[config.mk]
export PLATFORM = sky130hd
export DESIGN_NAME = serial_port
export DESIGN_NICKNAME = d
export VERILOG_FILES = /design/src/logic/serial_pkg.sv /design/src/logic/stream_if.sv /design/src/logic/serial_port.sv /design/src/logic/stream_buffer.sv
export SDC_FILE = /design/constraint.sdc
export NUM_CORES = 1
export LEC_CHECK = 0
export BUFFER_PORTS_ARGS = -buffer_cell sky130_fd_sc_hd__buf_2
export CORE_MARGIN = 2
export CORE_UTILIZATION = 51
export DETAILED_ROUTE_END_ITERATION = 16
export PLACE_DENSITY = 0.81
export SKIP_CTS_REPAIR_TIMING = 1
export SLEW_MARGIN = 20
export SYNTH_ARGS = -nofsm -noshare
export SYNTH_HDL_FRONTEND = slang
export SYNTH_SLANG_ARGS = --single-unit
export TNS_END_PERCENT = 20
[constraint.sdc]
create_clock -name clk_i -period 2.25 [get_ports clk_i]
set_input_delay 0.45 -clock clk_i [delete_from_list [all_inputs] [get_ports clk_i]]
set_output_delay 0.45 -clock clk_i [all_outputs]
set_load 0.005 [all_outputs]
[src/logic/serial_pkg.sv]
// Constants shared by the serial port, its checker and its testbench.
// Assumes a special-function-register bus with byte addresses.
package serial_pkg;
   // ************************************************
   // Register addresses and control reset value
   // ************************************************
   localparam logic [7:0] CTRL_ADDR = 8'h98;
   localparam logic [7:0] DATA_ADDR = 8'h99;
   localparam logic [7:0] CTRL_RESET = 8'h40;

   // ************************************************
   // Control field positions
   // ************************************************
   localparam int FMT_BIT = 7;
   localparam int UNUSED_BIT = 6;
   localparam int MCE_BIT = 5;
   localparam int REN_BIT = 4;
   localparam int TB8_BIT = 3;
   localparam int RB8_BIT = 2;
   localparam int TI_BIT = 1;
   localparam int RI_BIT = 0;

   // ************************************************
   // Bit timing in baud ticks, last data bit index and transmit buffer depth
   // ************************************************
   localparam int TICKS_PER_BIT = 16;
   localparam logic [3:0] BIT_LAST = 4'(TICKS_PER_BIT - 1);
   localparam logic [3:0] HALF_LAST = 4'(TICKS_PER_BIT / 2 - 1);
   localparam logic [2:0] DATA_LAST = 3'h7;
   localparam int TX_BUF_DEPTH = 2;

   typedef enum logic [2:0] {
      LINE_IDLE,
      LINE_START,
      LINE_DATA,
      LINE_NINTH,
      LINE_STOP
   } line_state_e;
endpackage

[src/logic/stream_if.sv]
// Valid/ready byte stream between the register side and the buffer.
// Assumes both ends share one clock.
`timescale 1ns/1ps
`default_nettype none
interface stream_if #(parameter int WIDTH = 8);
   logic [WIDTH-1:0] in_data;
   logic in_valid;
   logic in_ready;
   logic [WIDTH-1:0] out_data;
   logic out_valid;
   logic out_ready;

   modport buffer (
      input in_data, in_valid, out_ready,
      output in_ready, out_data, out_valid
   );
   modport user (
      output in_data, in_valid, out_ready,
      input in_ready, out_data, out_valid
   );
endinterface
`default_nettype wire
[src/logic/serial_port.sv]
// Asynchronous serial port with 8-bit and 9-bit framing.
// Assumes a byte-wide register bus on clk_i and a 16x baud tick.
//
// Behaviour
// - 9-bit frame: start, eight LSB-first, ninth, stop
// - Ninth transmitted bit comes from tx_ninth_bit
// - 9-bit receive stores ninth bit, ignores stop
// - Writing serial_buffer starts a transmission; writes while tx_buf_ready_o is low are dropped
// - tx_done_flag set at stop start
// - Reception only while receive_enable_bit is one
// - 9-bit accept needs flag clear, address bit if multiproc_check_enable
// - Accepted frame loads data, ninth bit, flag
// - Interrupt request when either done flag set
// - frame_format_select chooses 8-bit or 9-bit
// - Control bit 6 reads one, ignores writes
// - 8-bit mode stop check by multiproc_check_enable
// - 8-bit mode stop level into rx_ninth_bit
// - rx_done_flag set at stop sample
`timescale 1ns/1ps
`default_nettype none
module serial_port (
   // Clock and reset
   input wire logic clk_i,
   input wire logic rst_i,
   // Register bus
   input wire logic [7:0] sfr_addr_i,
   input wire logic sfr_wr_i,
   input wire logic sfr_rd_i,
   input wire logic [7:0] sfr_wdata_i,
   output logic [7:0] sfr_rdata_o,
   // Baud timing
   input wire logic baud_tick_i,
   // Serial line
   input wire logic rx_i,
   output logic tx_o,
   // Status
   output logic irq_o,
   output logic tx_buf_ready_o
);
   // ************************************************
   // Declarations
   // ************************************************
   logic fmt_reg;
   logic mce_reg;
   logic ren_reg;
   logic tb8_reg;
   logic rb8_reg;
   logic ti_reg;
   logic ri_reg;
   logic [7:0] rx_data_reg;
   logic [7:0] rdata_reg;
   logic ctrl_wr;
   logic data_wr;

   serial_pkg::line_state_e tx_state_reg;
   logic [3:0] tx_cnt_reg;
   logic [2:0] tx_bit_reg;
   logic [7:0] tx_shift_reg;
   logic tx_line_reg;
   logic tx_bit_end;
   logic ti_set;

   serial_pkg::line_state_e rx_state_reg;
   logic [3:0] rx_cnt_reg;
   logic [2:0] rx_bit_reg;
   logic [7:0] rx_shift_reg;
   logic rx_ninth_reg;
   logic rx_meta_reg;
   logic rx_sync_reg;
   logic rx_prev_reg;
   logic rx_sample;
   logic rx_stop_sample;
   logic rx_accept;

   stream_if #(.WIDTH(8)) txq ();

   // ************************************************
   // Register decode
   // ************************************************
   assign ctrl_wr = sfr_wr_i && (sfr_addr_i == serial_pkg::CTRL_ADDR);
   assign data_wr = sfr_wr_i && (sfr_addr_i == serial_pkg::DATA_ADDR);

   always_ff @(posedge clk_i or posedge rst_i) begin
      if (rst_i) begin
         fmt_reg <= serial_pkg::CTRL_RESET[serial_pkg::FMT_BIT];
         mce_reg <= serial_pkg::CTRL_RESET[serial_pkg::MCE_BIT];
         ren_reg <= serial_pkg::CTRL_RESET[serial_pkg::REN_BIT];
         tb8_reg <= serial_pkg::CTRL_RESET[serial_pkg::TB8_BIT];
      end else if (ctrl_wr) begin
         fmt_reg <= sfr_wdata_i[serial_pkg::FMT_BIT];
         mce_reg <= sfr_wdata_i[serial_pkg::MCE_BIT];
         ren_reg <= sfr_wdata_i[serial_pkg::REN_BIT];
         tb8_reg <= sfr_wdata_i[serial_pkg::TB8_BIT];
      end
   end

   // ************************************************
   // Done flags, set wins over software write
   // ************************************************
   // transmit flag set
   always_ff @(posedge clk_i or posedge rst_i) begin
      if (rst_i) begin
         ti_reg <= serial_pkg::CTRL_RESET[serial_pkg::TI_BIT];
      end else if (ti_set) begin
         ti_reg <= 1'b1;
      end else if (ctrl_wr) begin
         ti_reg <= sfr_wdata_i[serial_pkg::TI_BIT];
      end
   end

   always_ff @(posedge clk_i or posedge rst_i) begin
      if (rst_i) begin
         ri_reg <= serial_pkg::CTRL_RESET[serial_pkg::RI_BIT];
      end else if (rx_accept) begin
         ri_reg <= 1'b1;
      end else if (ctrl_wr) begin
         ri_reg <= sfr_wdata_i[serial_pkg::RI_BIT];
      end
   end

   always_ff @(posedge clk_i or posedge rst_i) begin
      if (rst_i) begin
         rb8_reg <= serial_pkg::CTRL_RESET[serial_pkg::RB8_BIT];
      end else if (rx_accept) begin
         rb8_reg <= fmt_reg ? rx_ninth_reg : rx_sync_reg;
      end else if (ctrl_wr) begin
         rb8_reg <= sfr_wdata_i[serial_pkg::RB8_BIT];
      end
   end

   always_ff @(posedge clk_i or posedge rst_i) begin
      if (rst_i) begin
         rx_data_reg <= 8'h00;
      end else if (rx_accept) begin
         rx_data_reg <= rx_shift_reg;
      end
   end

   // ************************************************
   // Register read
   // ************************************************
   // bit 6 reads one
   always_ff @(posedge clk_i or posedge rst_i) begin
      if (rst_i) begin
         rdata_reg <= 8'h00;
      end else if (sfr_rd_i) begin
         if (sfr_addr_i == serial_pkg::CTRL_ADDR) begin
            rdata_reg <= {fmt_reg, 1'b1, mce_reg, ren_reg,
                          tb8_reg, rb8_reg, ti_reg, ri_reg};
         end else if (sfr_addr_i == serial_pkg::DATA_ADDR) begin
            rdata_reg <= rx_data_reg;
         end else begin
            rdata_reg <= 8'h00;
         end
      end
   end

   assign sfr_rdata_o = rdata_reg;

   assign irq_o = ti_reg || ri_reg;

   // ************************************************
   // Transmit buffer
   // ************************************************
   // write queues a byte for transmission, dropped while the buffer is full
   assign txq.in_data = sfr_wdata_i;
   assign txq.in_valid = data_wr;
   assign txq.out_ready = (tx_state_reg == serial_pkg::LINE_IDLE);
   assign tx_buf_ready_o = txq.in_ready;

   stream_buffer #(
      .WIDTH(8),
      .DEPTH(serial_pkg::TX_BUF_DEPTH)
   ) tx_buffer (
      .clk_i(clk_i),
      .rst_i(rst_i),
      .s(txq)
   );

   // ************************************************
   // Transmitter
   // ************************************************
   // tick-paced bit timing
   assign tx_bit_end = baud_tick_i && (tx_cnt_reg == serial_pkg::BIT_LAST);

   assign ti_set = tx_bit_end &&
      ((tx_state_reg == serial_pkg::LINE_NINTH) ||
       (tx_state_reg == serial_pkg::LINE_DATA && !fmt_reg &&
        tx_bit_reg == serial_pkg::DATA_LAST));

   always_ff @(posedge clk_i or posedge rst_i) begin
      if (rst_i) begin
         tx_cnt_reg <= 4'h0;
      end else if (tx_state_reg == serial_pkg::LINE_IDLE) begin
         tx_cnt_reg <= 4'h0;
      end else if (baud_tick_i) begin
         tx_cnt_reg <= tx_cnt_reg + 4'h1;
      end
   end

   always_ff @(posedge clk_i or posedge rst_i) begin
      if (rst_i) begin
         tx_state_reg <= serial_pkg::LINE_IDLE;
         tx_bit_reg <= 3'h0;
         tx_shift_reg <= 8'h00;
      end else begin
         unique case (tx_state_reg)
            serial_pkg::LINE_IDLE: begin
               if (txq.out_valid) begin
                  tx_shift_reg <= txq.out_data;
                  tx_bit_reg <= 3'h0;
                  tx_state_reg <= serial_pkg::LINE_START;
               end
            end
            serial_pkg::LINE_START: begin
               if (tx_bit_end) begin
                  tx_state_reg <= serial_pkg::LINE_DATA;
               end
            end
            serial_pkg::LINE_DATA: begin
               if (tx_bit_end) begin
                  tx_shift_reg <= {1'b0, tx_shift_reg[7:1]};
                  tx_bit_reg <= tx_bit_reg + 3'h1;
                  if (tx_bit_reg == serial_pkg::DATA_LAST) begin
                     tx_state_reg <= fmt_reg ? serial_pkg::LINE_NINTH
                                             : serial_pkg::LINE_STOP;
                  end
               end
            end
            serial_pkg::LINE_NINTH: begin
               if (tx_bit_end) begin
                  tx_state_reg <= serial_pkg::LINE_STOP;
               end
            end
            serial_pkg::LINE_STOP: begin
               if (tx_bit_end) begin
                  tx_state_reg <= serial_pkg::LINE_IDLE;
               end
            end
            default: begin
               tx_state_reg <= serial_pkg::LINE_IDLE;
            end
         endcase
      end
   end

   always_ff @(posedge clk_i or posedge rst_i) begin
      if (rst_i) begin
         tx_line_reg <= 1'b1;
      end else begin
         unique case (tx_state_reg)
            serial_pkg::LINE_START: tx_line_reg <= 1'b0;
            serial_pkg::LINE_DATA: tx_line_reg <= tx_shift_reg[0];
            serial_pkg::LINE_NINTH: tx_line_reg <= tb8_reg;
            default: tx_line_reg <= 1'b1;
         endcase
      end
   end

   assign tx_o = tx_line_reg;

   // ************************************************
   // Receive line synchroniser
   // ************************************************
   always_ff @(posedge clk_i or posedge rst_i) begin
      if (rst_i) begin
         rx_meta_reg <= 1'b1;
         rx_sync_reg <= 1'b1;
         rx_prev_reg <= 1'b1;
      end else begin
         rx_meta_reg <= rx_i;
         rx_sync_reg <= rx_meta_reg;
         rx_prev_reg <= rx_sync_reg;
      end
   end

   // ************************************************
   // Receiver
   // ************************************************
   // mid-bit sample points
   assign rx_sample = baud_tick_i &&
      (rx_state_reg == serial_pkg::LINE_START ? rx_cnt_reg == serial_pkg::HALF_LAST
                                              : rx_cnt_reg == serial_pkg::BIT_LAST);
   assign rx_stop_sample = rx_sample && (rx_state_reg == serial_pkg::LINE_STOP);

   assign rx_accept = rx_stop_sample && ren_reg && !ri_reg &&
      (!mce_reg || (fmt_reg ? rx_ninth_reg : rx_sync_reg));

   always_ff @(posedge clk_i or posedge rst_i) begin
      if (rst_i) begin
         rx_cnt_reg <= 4'h0;
      end else if (rx_state_reg == serial_pkg::LINE_IDLE || rx_sample) begin
         rx_cnt_reg <= 4'h0;
      end else if (baud_tick_i) begin
         rx_cnt_reg <= rx_cnt_reg + 4'h1;
      end
   end

   always_ff @(posedge clk_i or posedge rst_i) begin
      if (rst_i) begin
         rx_state_reg <= serial_pkg::LINE_IDLE;
         rx_bit_reg <= 3'h0;
         rx_shift_reg <= 8'h00;
         rx_ninth_reg <= 1'b0;
      end else if (!ren_reg) begin
         rx_state_reg <= serial_pkg::LINE_IDLE;
      end else begin
         unique case (rx_state_reg)
            serial_pkg::LINE_IDLE: begin
               if (rx_prev_reg && !rx_sync_reg) begin
                  rx_bit_reg <= 3'h0;
                  rx_state_reg <= serial_pkg::LINE_START;
               end
            end
            serial_pkg::LINE_START: begin
               if (rx_sample) begin
                  rx_state_reg <= rx_sync_reg ? serial_pkg::LINE_IDLE
                                              : serial_pkg::LINE_DATA;
               end
            end
            serial_pkg::LINE_DATA: begin
               if (rx_sample) begin
                  rx_shift_reg <= {rx_sync_reg, rx_shift_reg[7:1]};
                  rx_bit_reg <= rx_bit_reg + 3'h1;
                  if (rx_bit_reg == serial_pkg::DATA_LAST) begin
                     rx_state_reg <= fmt_reg ? serial_pkg::LINE_NINTH
                                             : serial_pkg::LINE_STOP;
                  end
               end
            end
            serial_pkg::LINE_NINTH: begin
               if (rx_sample) begin
                  rx_ninth_reg <= rx_sync_reg;
                  rx_state_reg <= serial_pkg::LINE_STOP;
               end
            end
            serial_pkg::LINE_STOP: begin
               if (rx_sample) begin
                  rx_state_reg <= serial_pkg::LINE_IDLE;
               end
            end
            default: begin
               rx_state_reg <= serial_pkg::LINE_IDLE;
            end
         endcase
      end
   end
endmodule
`default_nettype wire

[src/logic/stream_buffer.sv]
// Small first-in first-out buffer built from flip-flops.
// Assumes DEPTH is a power of two and one clock with async reset.
`timescale 1ns/1ps
`default_nettype none
module stream_buffer #(
   parameter int WIDTH = 8,
   parameter int DEPTH = 2
) (
   // Clock and reset
   input wire logic clk_i,
   input wire logic rst_i,
   // Stream ports
   stream_if.buffer s
);
   localparam int PW = (DEPTH > 1) ? $clog2(DEPTH) : 1;
   localparam logic [PW:0] FULL_COUNT = (PW + 1)'(DEPTH);

   logic [WIDTH-1:0] mem_reg [DEPTH];
   logic [PW-1:0] wr_ptr_reg;
   logic [PW-1:0] rd_ptr_reg;
   logic [PW:0] count_reg;
   logic push;
   logic pop;

   assign s.in_ready = (count_reg != FULL_COUNT);
   assign s.out_valid = (count_reg != '0);
   assign s.out_data = mem_reg[rd_ptr_reg];
   assign push = s.in_valid && s.in_ready;
   assign pop = s.out_valid && s.out_ready;

   always_ff @(posedge clk_i) begin
      if (push) begin
         mem_reg[wr_ptr_reg] <= s.in_data;
      end
   end

   always_ff @(posedge clk_i or posedge rst_i) begin
      if (rst_i) begin
         wr_ptr_reg <= '0;
         rd_ptr_reg <= '0;
         count_reg <= '0;
      end else begin
         if (push) begin
            wr_ptr_reg <= wr_ptr_reg + 1'b1;
         end
         if (pop) begin
            rd_ptr_reg <= rd_ptr_reg + 1'b1;
         end
         if (push && !pop) begin
            count_reg <= count_reg + 1'b1;
         end else if (pop && !push) begin
            count_reg <= count_reg - 1'b1;
         end
      end
   end
endmodule
`default_nettype wire

## Word-level counts from Yosys, hierarchy flattened

Memories as Yosys holds them, arrays and structs flattened.
Cells that the tools add are included.
Widths: inputs -> output; s select.

| operators by class | value |
|---|---|
| $add $sub $neg | 8 |
| equality and inequality tests | 30 |
| muxes and demuxes | 45 |
| reductions and logical operators | 42 |

Operators by type and width:

| kind | number |
|---|---|
| $mux 3 | 18 |
| $mux 8 | 4 |
| $pmux 3 s5 | 2 |
| $eq 8x8->1 const B | 2 |
| $logic_and 1x1->1 | 16 |
| $mux 4 | 4 |
| $pmux 8 s2 | 1 |
| $reduce_bool 2->1 | 8 |
| $ne 3x3->1 const B | 5 |
| $ne 2x2->1 const B | 7 |
| $eq 3x2->1 const B | 4 |
| $eq 3x3->1 const B | 4 |
| $pmux 3 s2 | 2 |
| $reduce_and 6->1 | 2 |
| $mux 1 | 10 |
| $reduce_and 3->1 | 3 |
| $add 4x1->4 const B | 2 |
| $eq 4x4->1 const B | 2 |
| $add 3x1->3 const B | 2 |
| $eq 3x1->1 const B | 2 |
| $logic_not 1->1 | 6 |
| $logic_not 3->1 | 2 |
| $mux 2 | 3 |
| $eq 4x3->1 const B | 1 |
| other kinds (8) | 13 |

| storage, ports and cells | value |
|---|---|
| flip-flop bits (word level) | 68 |
| RAM bits | 16 |
| input bits | 22 |
| output and inout bits | 11 |
| logic and storage cells | 151 |
| memories kept | 1 |

Memory list:

| memory | words | width | read ports | clocked after memory_dff | wr ports | line | source |
|---|---|---|---|---|---|---|---|
| tx_buffer.mem_reg | 2 | 8 | 1 | 0 | 1 | stream_buffer.sv:18 | `logic [WIDTH-1:0] mem_reg [DEPTH];` |

## Depth between registers and ports, before layout

Gate-level depths: netlist (run 1).

| depth | value |
|---|---|
| depth in word-level cells | 8 |
| depth in mapped cells | 8 |
| depth with buffers taken out | 8 |

## By module

A second synthesis (run 1) with hierarchy kept.

| unflattened totals | value |
|---|---|
| cell total of the unflattened synthesis | 303 |
| area, all modules | 3,813.7 um^2 |

Modules (own cells, without submodules):

| module | times used | cells each | area each (um^2) | sequential area each (um^2) |
|---|---|---|---|---|
| serial_port | 1 | 259 | 3,022.9 | 1,606.5 |
| stream_buffer | 1 | 44 | 790.8 | 580.6 |

## Worst setup path after synthesis (run 1)

No wires, ideal clock.

| timing path | value |
|---|---|
| path kind | in2reg |
| start point | input sfr_addr_i[6] |
| end point | memory tx_buffer.mem_reg[1][0], enable pin |
| library setup time | 0.371 ns |
| data arrival time | 1.801 ns |
| required time | 1.879 ns |
| slack | 0.079 ns |
| cell stages on the path | 4 |
| buffers on the path | 0 |
| path through | nand4bb_2 nor4b_4 nand3_1 nor2_1 |

| between the ends | value |
|---|---|
| longest elaborated chain between the ends | 5 |

RTL lines:

| item | line | source |
|---|---|---|
| from (decl) | serial_port.sv:26 | `input wire logic [7:0] sfr_addr_i,` |
| $eq 8x8->1 | serial_port.sv:81 | `assign data_wr = sfr_wr_i && (sfr_addr_i == serial_pkg::DATA_ADDR);` |
| $logic_and 1x1->1 | serial_port.sv:81 |  |
| $logic_and 1x1->1 | stream_buffer.sv:28 | `assign push = s.in_valid && s.in_ready;` |
| $mux 1 | stream_buffer.sv:32 | `if (push) begin` |
| $mux 1 (implied by the code) | stream_buffer.sv:33 | `mem_reg[wr_ptr_reg] <= s.in_data;` |
| to (decl) | stream_buffer.sv:18 |  |

Every way passes these cells.

## Worst setup path after layout (run 1)

| timing path | value |
|---|---|
| start point | register tx_cnt_reg[0] |
| end point | register tx_bit_reg[0] |

| between the ends | value |
|---|---|
| longest elaborated chain between the ends | 4 |

RTL lines:

| item | line | source |
|---|---|---|
| from (decl) | serial_port.sv:56 | `logic [3:0] tx_cnt_reg;` |
| from (signal assigned) | serial_port.sv:197 | `tx_cnt_reg <= tx_cnt_reg + 4'h1;` |
| $eq 4x4->1 | serial_port.sv:184 | `assign tx_bit_end = baud_tick_i && (tx_cnt_reg == serial_pkg::BIT_LAST);` |
| $logic_and 1x1->1 | serial_port.sv:184 |  |
| $ne 2x2->1 (no line) | -- |  |
| $reduce_and 3->1 (no line) | -- |  |
| to (signal assigned) | serial_port.sv:223 | `tx_bit_reg <= tx_bit_reg + 3'h1;` |
| to (decl) | serial_port.sv:57 | `logic [2:0] tx_bit_reg;` |

Every way passes these cells.
A chain may end at the register's enable or synchronous reset.

==> impl_metrics.yaml, run 1 <==
cts:
  root_buffer: "clkbuf_8"
  clockBufferDepth: 2
  cts_tree: "done"
  cts_htree_levels: 3
  numCtsBuffers: 9
  clk_latency_ns: 0.34
  clkTransAtPathRegs_ns: 0.09
  numClockSinks: 84
setup_path:
  cp_max_fo: 17
  crit_path_cell_trace: "ha_1 > nand4_1 > a2111o_1 > mux2_2"
  crit_path_end_kind: "flip-flop"
  path_class: "flip-flop to flip-flop"
  crit_path_max_incr_delay_ns: 0.65
  worst_ep_arrival_time_ns: 2.11
  critPathRequiredTime_ns: 2.48
  crit_path_start_kind: "flip-flop"
  cp_slowest_cell: "a2111o_1"
synth:
  yosysWarnings: 0
  synth_largest_area_cell: "dfrtp_1"
  synth_nets: 332
  synthTopCellsByArea: "dfrtp_1, edfxtp_1, mux2_2"
  yosysUniqueCellTypes: 50
  ys_seq_elements: 84
  synth_edf_count: 16
  syn_avg_cell_area_um2: 12.3
  async_reset_ff_frac: 0.810
  yosysTopAreaCellShare: 0.429
  ys_seq_area_frac: 0.586
  yosysMostFrequentCell: "dfrtp_1"
  syn_area_um2: 3730
  synth_ff_type: "dfrtp_1"
  netlist_top_cells_count: "dfrtp_1, nor2_1, mux2_2, a21oi_1, edfxtp_1"
  syn_inst: 303
routing:
  ant_nets: 0
  route.detailed.drc: 0
  wl_per_cell_um: 15.4
  dr.first_iter.drc_count: 143
  dr_total_vias: 2442
  wl_mm: 6.87
  vias_per_cell: 5.48
  firstDrtPassIters: 4
pwr:
  internal_power_mw: 2.43
  netSwitchingFraction: 0.299
  power_frac_seq: 0.561
  power_frac_clock: 0.277
  leakagePower_nw: 1.94
  power_frac_comb: 0.162
  vdd.ir_drop.worst_mv: 0.500
  power.total_mw: 3.46
  switchingPower_mw: 1.04
  powerDensity_nw_per_um2: 825
placed_design:
  routabilityCongestion: 0.871
  place_area_um2: 4020
  io_buffers: 32
  place.detailed.hpwl_mm: 4.93
timing:
  rsz0062_at_grt: "false"
  period_needed_ns: 1.88
  hold_viol_final: 0
  slew_viol_final: 0
  worst_slew_pin_slew_ns: 0.579
  final-setup-viol-count: 0
  slew_headroom: 0.614
  fmax_ghz: 0.532
  tns_ns: 0
  fin_skew_ns: 0.00718
  fin_crit_sh: 0.836
finish:
  largest_reg_flops: 16
  n_fill_cell: 545
  design_area_um2: 4200
  nNetsFinal: 371
  drive_gt1_frac: 0.282
  areaGrowthSynthToFinish_pct: 12.5
  antenna_cells_inserted: 0
global_route:
  first_global_vias: 2320
  grt_max_degree: 47
  grt_overflow: 0
  antenna_found_initial: 0
  grt_pass1_wl_mm: 11.1
  grt_use_total: 0.184
die:
  rows: 31
  ioPinCount: 33
  die_area_um2: 8020
  initial_core_util: 0.520
  fp.coreArea_um2: 7180
  die_y_um: 89.6
  die_w_um: 89.6
run_status:
  status: "finished clean"
hold_path:
  min_path_type: "input pin to asynchronous set/reset pin"
flow_run:
  cap_violations: 0
[critical path, delay by kind of cell, from the launching register on]
kind,cells,cell delay [ns]
adders and majority gates,1,0.20
DFF,1,0.39
and+or+nand+nor,1,0.20
muxes,1,0.34
AOI/OAI and AO/OA,1,0.65
[area by class of cell]
type	instances	area, um2	share of cell area
Tap cell	99	124	0.0295
Clock inverter	6	47.5	0.0113
Inverter	6	22.5	0.00536
Clock buffer	10	128	0.0304
Sequential cell	84	2190	0.521
Timing Repair Buffer	42	235	0.0560
Multi-Input combinational cell	199	1460	0.347
[logic make-up (layout without fill, tap and decap cells)]
| kind of cell | count (synthesis) | after routing | share of synthesized area |
|---|---|---|---|
| mux | 39 | 39 | 0.114 |
| simple gates | 87 | 87 | 0.132 |
| fa+ha+maj | 7 | 7 | 0.0235 |
| compound gates | 55 | 55 | 0.0925 |
| xor+xnor | 11 | 11 | 0.0278 |
| flops | 84 | 84 | 0.586 |
| buf+inv | 20 | 64 | 0.0245 |
[power groups by stage]
stage | combinational, mW | sequential [mW] | clock (mW)
floorplan | 0.483 | 1.87 | 0
finish | 0.560 | 1.94 | 0.960
detailed placement | 0.570 | 1.97 | 0
CTS | 0.570 | 1.94 | 0.980
global route | 0.647 | 1.97 | 1.05
global placement | 0.542 | 1.96 | 0
[worst paths after layout]
path | start | to | slack (ns) | cells past startpoint
max | tx_cnt_reg[0] | tx_bit_reg[0] | 0.37 | 4
min | rst_i | rx_cnt_reg[3] | 0.13 | 3
max reg2reg | tx_cnt_reg[0] | tx_bit_reg[0] | 0.37 | 4
min reg2reg | rx_meta_reg | rx_sync_reg | 0.36 | 0
max in group asynchronous | rst_i | rx_state_reg[0] | 1.60 | 3
min in group clk_i | rx_i | rx_meta_reg | 0.20 | 1
[layout by cell type (no fill, tap or decap), types with 2 or more instances in the layout]
cell / Yosys / routed
xnor2_1: 5 / 5
buf_2: 4 / 32
clkinvlp_4: 0 / 4
edfxtp_1: 16 / 16
nand4_1: 4 / 4
mux2i_1: 14 / 14
mux2_2: 24 / 24
dfrtp_1: 64 / 64
inv_6: 0 / 2
nor2_1: 31 / 31
dfstp_2: 4 / 4
a22oi_1: 7 / 7
inv_1: 6 / 5
nand2b_1: 3 / 3
nor3b_1: 3 / 3
buf_4: 1 / 10
nor3_1: 8 / 8
nand2_1: 14 / 14
nor2b_1: 2 / 2
clkbuf_8: 0 / 9
a21oi_1: 23 / 23
ha_1: 7 / 7
a22o_1: 4 / 4
o21ai_0: 11 / 11
and4_1: 2 / 2
nand3_1: 8 / 8
xor2_1: 5 / 5
[stage by stage]
| stage | std cells | hold slack [ns] | utilization | setup slack, ns |
|---|---|---|---|---|
| final | 446 | 0.135 | 0.585 | 0.370 |
| after global routing | 446 | 0.162 | 0.585 | 0.215 |
| after CTS | 446 | 0.135 | 0.585 | 0.356 |
| after detailed placement | 430 | 0.347 | 0.561 | 0.140 |
| after global placement | 430 | 0.347 | 0.561 | 0.225 |
| after floorplan | 303 | 0.345 | - | 0.0788 |
[per-layer routing]
metal / routed length, um / global-route usage
met1: 2960 / 0.231
met2: 3560 / 0.307
met3: 260 / 0.0545
met4: 95 / 0.0543
met5: 0 / 0
No activity file was read; power rests on OpenSTA's default activity.
==> run 2: changes to the inputs <==
==> constraint.sdc (replaced) <==
create_clock -name clk_i -period 1.5 [get_ports clk_i]
set_input_delay 0.3 -clock clk_i [delete_from_list [all_inputs] [get_ports clk_i]]
set_output_delay 0.3 -clock clk_i [all_outputs]
set_load 0.005 [all_outputs]
==> impl_metrics.yaml, run 2 (synthesis gave the netlist of run 1 again) <==
run_status:
  status: "finished, violations left"
  violations: "setup timing"
pwr:
  netSwitchingFraction: 0.289
  powerDensity_nw_per_um2: 1210
  power_frac_seq: 0.510
  power_frac_comb: 0.202
  leakagePower_nw: 2.18
  power_frac_clock: 0.288
  vdd.ir_drop.worst_mv: 0.706
  internal_power_mw: 3.99
  switchingPower_mw: 1.62
finish:
  nNetsFinal: 414
  areaGrowthSynthToFinish_pct: 24.5
  antenna_cells_inserted: 0
  final_util: 0.648
  drive_gt1_frac: 0.390
  final_cells: 489
  largest_reg_flops: 16
  n_fill_cell: 513
  final_cell_mix: "dfrtp_1, buf_4, buf_2, nor2_1, mux2_2"
  design_area_um2: 4650
  final_common_cell: "dfrtp_1"
  seqCellArea_um2: 2190
  multi_input_area_um2: 1520
global_route:
  antenna_found_initial: 0
  grt_max_degree: 40
  busiest_layer: "met2"
  grt_util_met1: 0.233
  grt_pass1_wl_mm: 11.6
  grt_use_total: 0.193
  grtUsageMet3: 0.0499
  grt_overflow: 0
  first_global_vias: 2474
  grt.met2_usage: 0.325
routing:
  firstDrtPassIters: 4
  wl_per_cell_um: 15.2
  dr.first_iter.drc_count: 115
  route.detailed.drc: 0
  dr_total_vias: 2627
  ant_nets: 0
  wl_mm: 7.43
  vias_per_cell: 5.37
placed_design:
  place_area_um2: 4390
  routabilityCongestion: 0.897
  place.detailed.hpwl_mm: 5.53
  place_inst: 472
  io_buffers: 32
timing:
  period_needed_ns: 1.61
  slew_headroom: 0.704
  hold_viol_final: 0
  fin_crit_sh: 1.07
  rsz0062_at_grt: "true"
  fmax_ghz: 0.621
  final-setup-viol-count: 35
  hold_slack_ns: 0.0365
  worst_slew_pin_slew_ns: 0.444
  slew_viol_final: 0
  fin_skew_ns: 0.0121
  layout_setup_ws_ns: -0.111
  tns_ns: -2.71
die:
  die_y_um: 89.6
  die_area_um2: 8020
  ioPinCount: 33
  die_w_um: 89.6
  initial_core_util: 0.520
  rows: 31
  fp.coreArea_um2: 7180
cts:
  root_buffer: "clkbuf_8"
  clockBufferDepth: 2
  cts_tree: "done"
  clk_latency_ns: 0.36
  cts_htree_levels: 3
  numClockSinks: 84
  numCtsBuffers: 9
  clkTransAtPathRegs_ns: 0.09
setup_path:
  crit_start: "tx_cnt_reg[1]"
  crit_path_end_kind: "flip-flop"
  critPathRequiredTime_ns: 1.74
  reg2reg_from: "tx_cnt_reg[1]"
  cp_max_fo: 14
  worst_ep_arrival_time_ns: 1.85
  crit_path_start_kind: "flip-flop"
  path_class: "flip-flop to flip-flop"
hold_path:
  min_path_type: "input pin to flip-flop"
  hp-start: "rx_i"
flow_run:
  cap_violations: 0
-- run 2: cell count changes in the layout (fill, tap and decap cells not counted), sizes merged --
cell,delta
buf,+42
bufinv,+1
clkinv,+3
clkinvlp,-2
dlygate4sd3,+1
inv,-2
-- run 2: final timing paths --
path,endpoint,slack (ns),cells after the start
setup / recovery,tx_shift_reg[0],-0.11,6
hold / removal,rx_meta_reg,0.04,1
setup reg to reg,tx_shift_reg[0],-0.11,6
hold reg to reg,rx_sync_reg,0.36,0
max in group asynchronous,tx_o,0.61,4
min in group asynchronous,tx_cnt_reg[2],0.42,3
-- run 2: metal layers --
metal  share of wire  vias to the layer above
met5               0                        -
met4           0.023                        0
met3           0.035                       19
met2            0.52                       53
met1            0.42                     1292
li1                -                     1263
-- run 2: critical path, stage by stage (launching register included) --
cell      delay (ns)
dfrtp_1         0.36
ha_1            0.19
nand4_1         0.15
a2111o_1        0.49
buf_12          0.18
nand2_1         0.05
o21ai_0         0.07
-- run 2: through the flow --
step / power (mW) / setup slack [ns]
after global placement: 3.95 / -0.263
after global routing: 5.89 / -0.219
after detailed placement: 4.03 / -0.333
after floorplan: 3.53 / -0.393
after CTS: 5.65 / -0.196
final: 5.61 / -0.111
-- run 2: power by group through the flow --
stage	Combinational, mW	Clock, mW	Sequential (mW)
finish	1.13	1.61	2.86
global route	1.25	1.74	2.90
CTS	1.14	1.66	2.85
detailed placement	1.13	0	2.90
global placement	1.07	0	2.87
floorplan	0.731	0	2.80
-- run 2: area by class of cell --
cell class | count | share of cell area
timing repair buffer | 85 | 0.127
inverter | 6 | 0.00565
clock buffer | 10 | 0.0274
clock inverter | 6 | 0.0156
sequential | 84 | 0.471
multi-input combinational | 199 | 0.327
tap | 99 | 0.0266
==> run 3: changes to the inputs <==
--- a/config.mk
+++ b/config.mk
@@ -5,11 +5,13 @@
 export SDC_FILE = /design/constraint.sdc
 export NUM_CORES = 1
 export LEC_CHECK = 0
+export ABC_CLOCK_PERIOD_IN_PS = 1500
 export BUFFER_PORTS_ARGS = -buffer_cell sky130_fd_sc_hd__buf_2
 export CORE_MARGIN = 2
 export CORE_UTILIZATION = 51
 export DETAILED_ROUTE_END_ITERATION = 16
 export PLACE_DENSITY = 0.81
+export SETUP_SLACK_MARGIN = 0.2
 export SKIP_CTS_REPAIR_TIMING = 1
 export SLEW_MARGIN = 20
 export SYNTH_ARGS = -nofsm -noshare
==> impl_metrics.yaml, run 3 (synthesis gave the netlist of run 1 again) <==
pwr:
  power_frac_seq: 0.508
  powerDensity_nw_per_um2: 1200
  power_frac_clock: 0.286
  internal_power_mw: 4.01
  switchingPower_mw: 1.64
  leakagePower_nw: 2.19
  netSwitchingFraction: 0.290
  power.total_mw: 5.64
  power_frac_comb: 0.206
  vdd.ir_drop.worst_mv: 0.713
setup_path:
  worst-path-buf-inv: 1
  crit_path_cell_trace: "ha_1 > nand4_1 > nor3_2 > buf_6 > a21oi_1 > mux2_2"
  cpLargestDelayFamily: "simple AND/OR/NAND/NOR gates"
  crit_path_end_kind: "flip-flop"
  worst_ep_arrival_time_ns: 1.86
  path_class: "flip-flop to flip-flop"
  cp_slowest_cell: "dfrtp_1"
  crit_path_max_incr_delay_ns: 0.37
  path_depth: 6
  critPathRequiredTime_ns: 1.75
  crit_path_start_kind: "flip-flop"
  cp_max_fo: 10
  r2r.worst_path.cells: 6
timing:
  worst_slew_pin_slew_ns: 0.444
  hold_slack_ns: 0.0362
  period_needed_ns: 1.61
  rsz0062_at_grt: "true"
  final-setup-viol-count: 35
  fin_crit_sh: 1.07
  slew_headroom: 0.704
  fin_skew_ns: 0.0114
  fmax_ghz: 0.621
  layout_setup_ws_ns: -0.112
  hold_viol_final: 0
  slew_viol_final: 0
cts:
  clockBufferDepth: 2
  numCtsBuffers: 9
  numClockSinks: 84
  root_buffer: "clkbuf_8"
  cts_htree_levels: 3
  cts_tree: "done"
  clk_latency_ns: 0.36
  clkTransAtPathRegs_ns: 0.08
placed_design:
  place_area_um2: 4390
  place.detailed.hpwl_mm: 5.53
  io_buffers: 32
  place_ws_ns: -0.333
  routabilityCongestion: 0.897
die:
  ioPinCount: 33
  die_area_um2: 8020
  fp.coreArea_um2: 7180
  initial_core_util: 0.520
  die_w_um: 89.6
  rows: 31
  die_y_um: 89.6
global_route:
  antenna_found_initial: 0
  grt_max_degree: 40
  first_global_vias: 2474
  grt_overflow: 0
  grt_use_total: 0.193
  grt_pass1_wl_mm: 11.6
routing:
  vias_per_cell: 5.39
  wl_per_cell_um: 15.9
  dr_total_vias: 2634
  firstDrtPassIters: 4
  ant_nets: 0
  route.detailed.drc: 0
  dr.first_iter.drc_count: 103
  wl_mm: 7.75
finish:
  final_cell_mix: "dfrtp_1, buf_4, buf_2, nor2_1, a21oi_1"
  nNetsFinal: 414
  final_common_cell: "dfrtp_1"
  antenna_cells_inserted: 0
  areaGrowthSynthToFinish_pct: 26.2
  final_util: 0.656
  design_area_um2: 4710
  largest_reg_flops: 16
  drive_gt1_frac: 0.403
hold_path:
  min_path_type: "input pin to flip-flop"
  whs_path_depth: 1
run_status:
  status: "finished, violations left"
  violations: "setup timing"
flow_run:
  cap_violations: 0
-- run 3: cell types whose count changed in the layout (fill, tap and decap cells not counted), moves of 2 or more --
cell	before	now
buf_2	32	30
buf_4	49	46
buf_6	1	6
ha_1	6	4
mux2_2	24	22
mux2_4	1	3
-- run 3: cell type report --
cell class,instances,area (um2)
tap,99,124
timing repair buffer,85,613
clock inverter,6,72.6
multi-input combinational,199,1560
fill,510,2460
clock buffer,10,128
sequential,84,2190
inverter,6,26.3
-- run 3: power by group through the flow --
| stage | sequential (mW) | combinational (mW) | clock [mW] |
|---|---|---|---|
| floorplan | 2.80 | 0.731 | 0 |
| global placement | 2.87 | 1.07 | 0 |
| detailed placement | 2.90 | 1.13 | 0 |
| CTS | 2.85 | 1.14 | 1.66 |
| global route | 2.90 | 1.28 | 1.73 |
| finish | 2.87 | 1.16 | 1.62 |
-- run 3: path summary, 6_finish.rpt --
path,start,endpoint,slack (ns)
worst max-delay path,rx_cnt_reg[1],rx_bit_reg[0],-0.11
worst min-delay path,rx_i,rx_meta_reg,0.04
worst max register to register,rx_cnt_reg[1],rx_bit_reg[0],-0.11
worst min register to register,rx_meta_reg,rx_sync_reg,0.36
max in group asynchronous,rst_i,tx_o,0.61
min in group asynchronous,rst_i,tx_cnt_reg[2],0.42
-- run 3: worst register-to-register path, cell delays in order (launching register included) --
cell     delay, ns
dfrtp_1       0.37
ha_1          0.19
nand4_1       0.20
nor3_2        0.24
buf_6         0.17
a21oi_1       0.07
mux2_2        0.27
-- run 3: stage by stage --
step                      instances  TNS (ns)
after CTS                       488     -4.08
after global placement          472     -7.73
after floorplan                 303    -10.14
final                           489     -2.79
after global routing            489     -5.03
after detailed placement        472    -10.05
-- run 3: routing by layer --
| metal | GRT usage | share of wire |
|---|---|---|
| met4 | 0.0868 | 0.020 |
| met1 | 0.233 | 0.42 |
| met5 | 0 | 0 |
| met2 | 0.325 | 0.52 |
| met3 | 0.0499 | 0.042 |
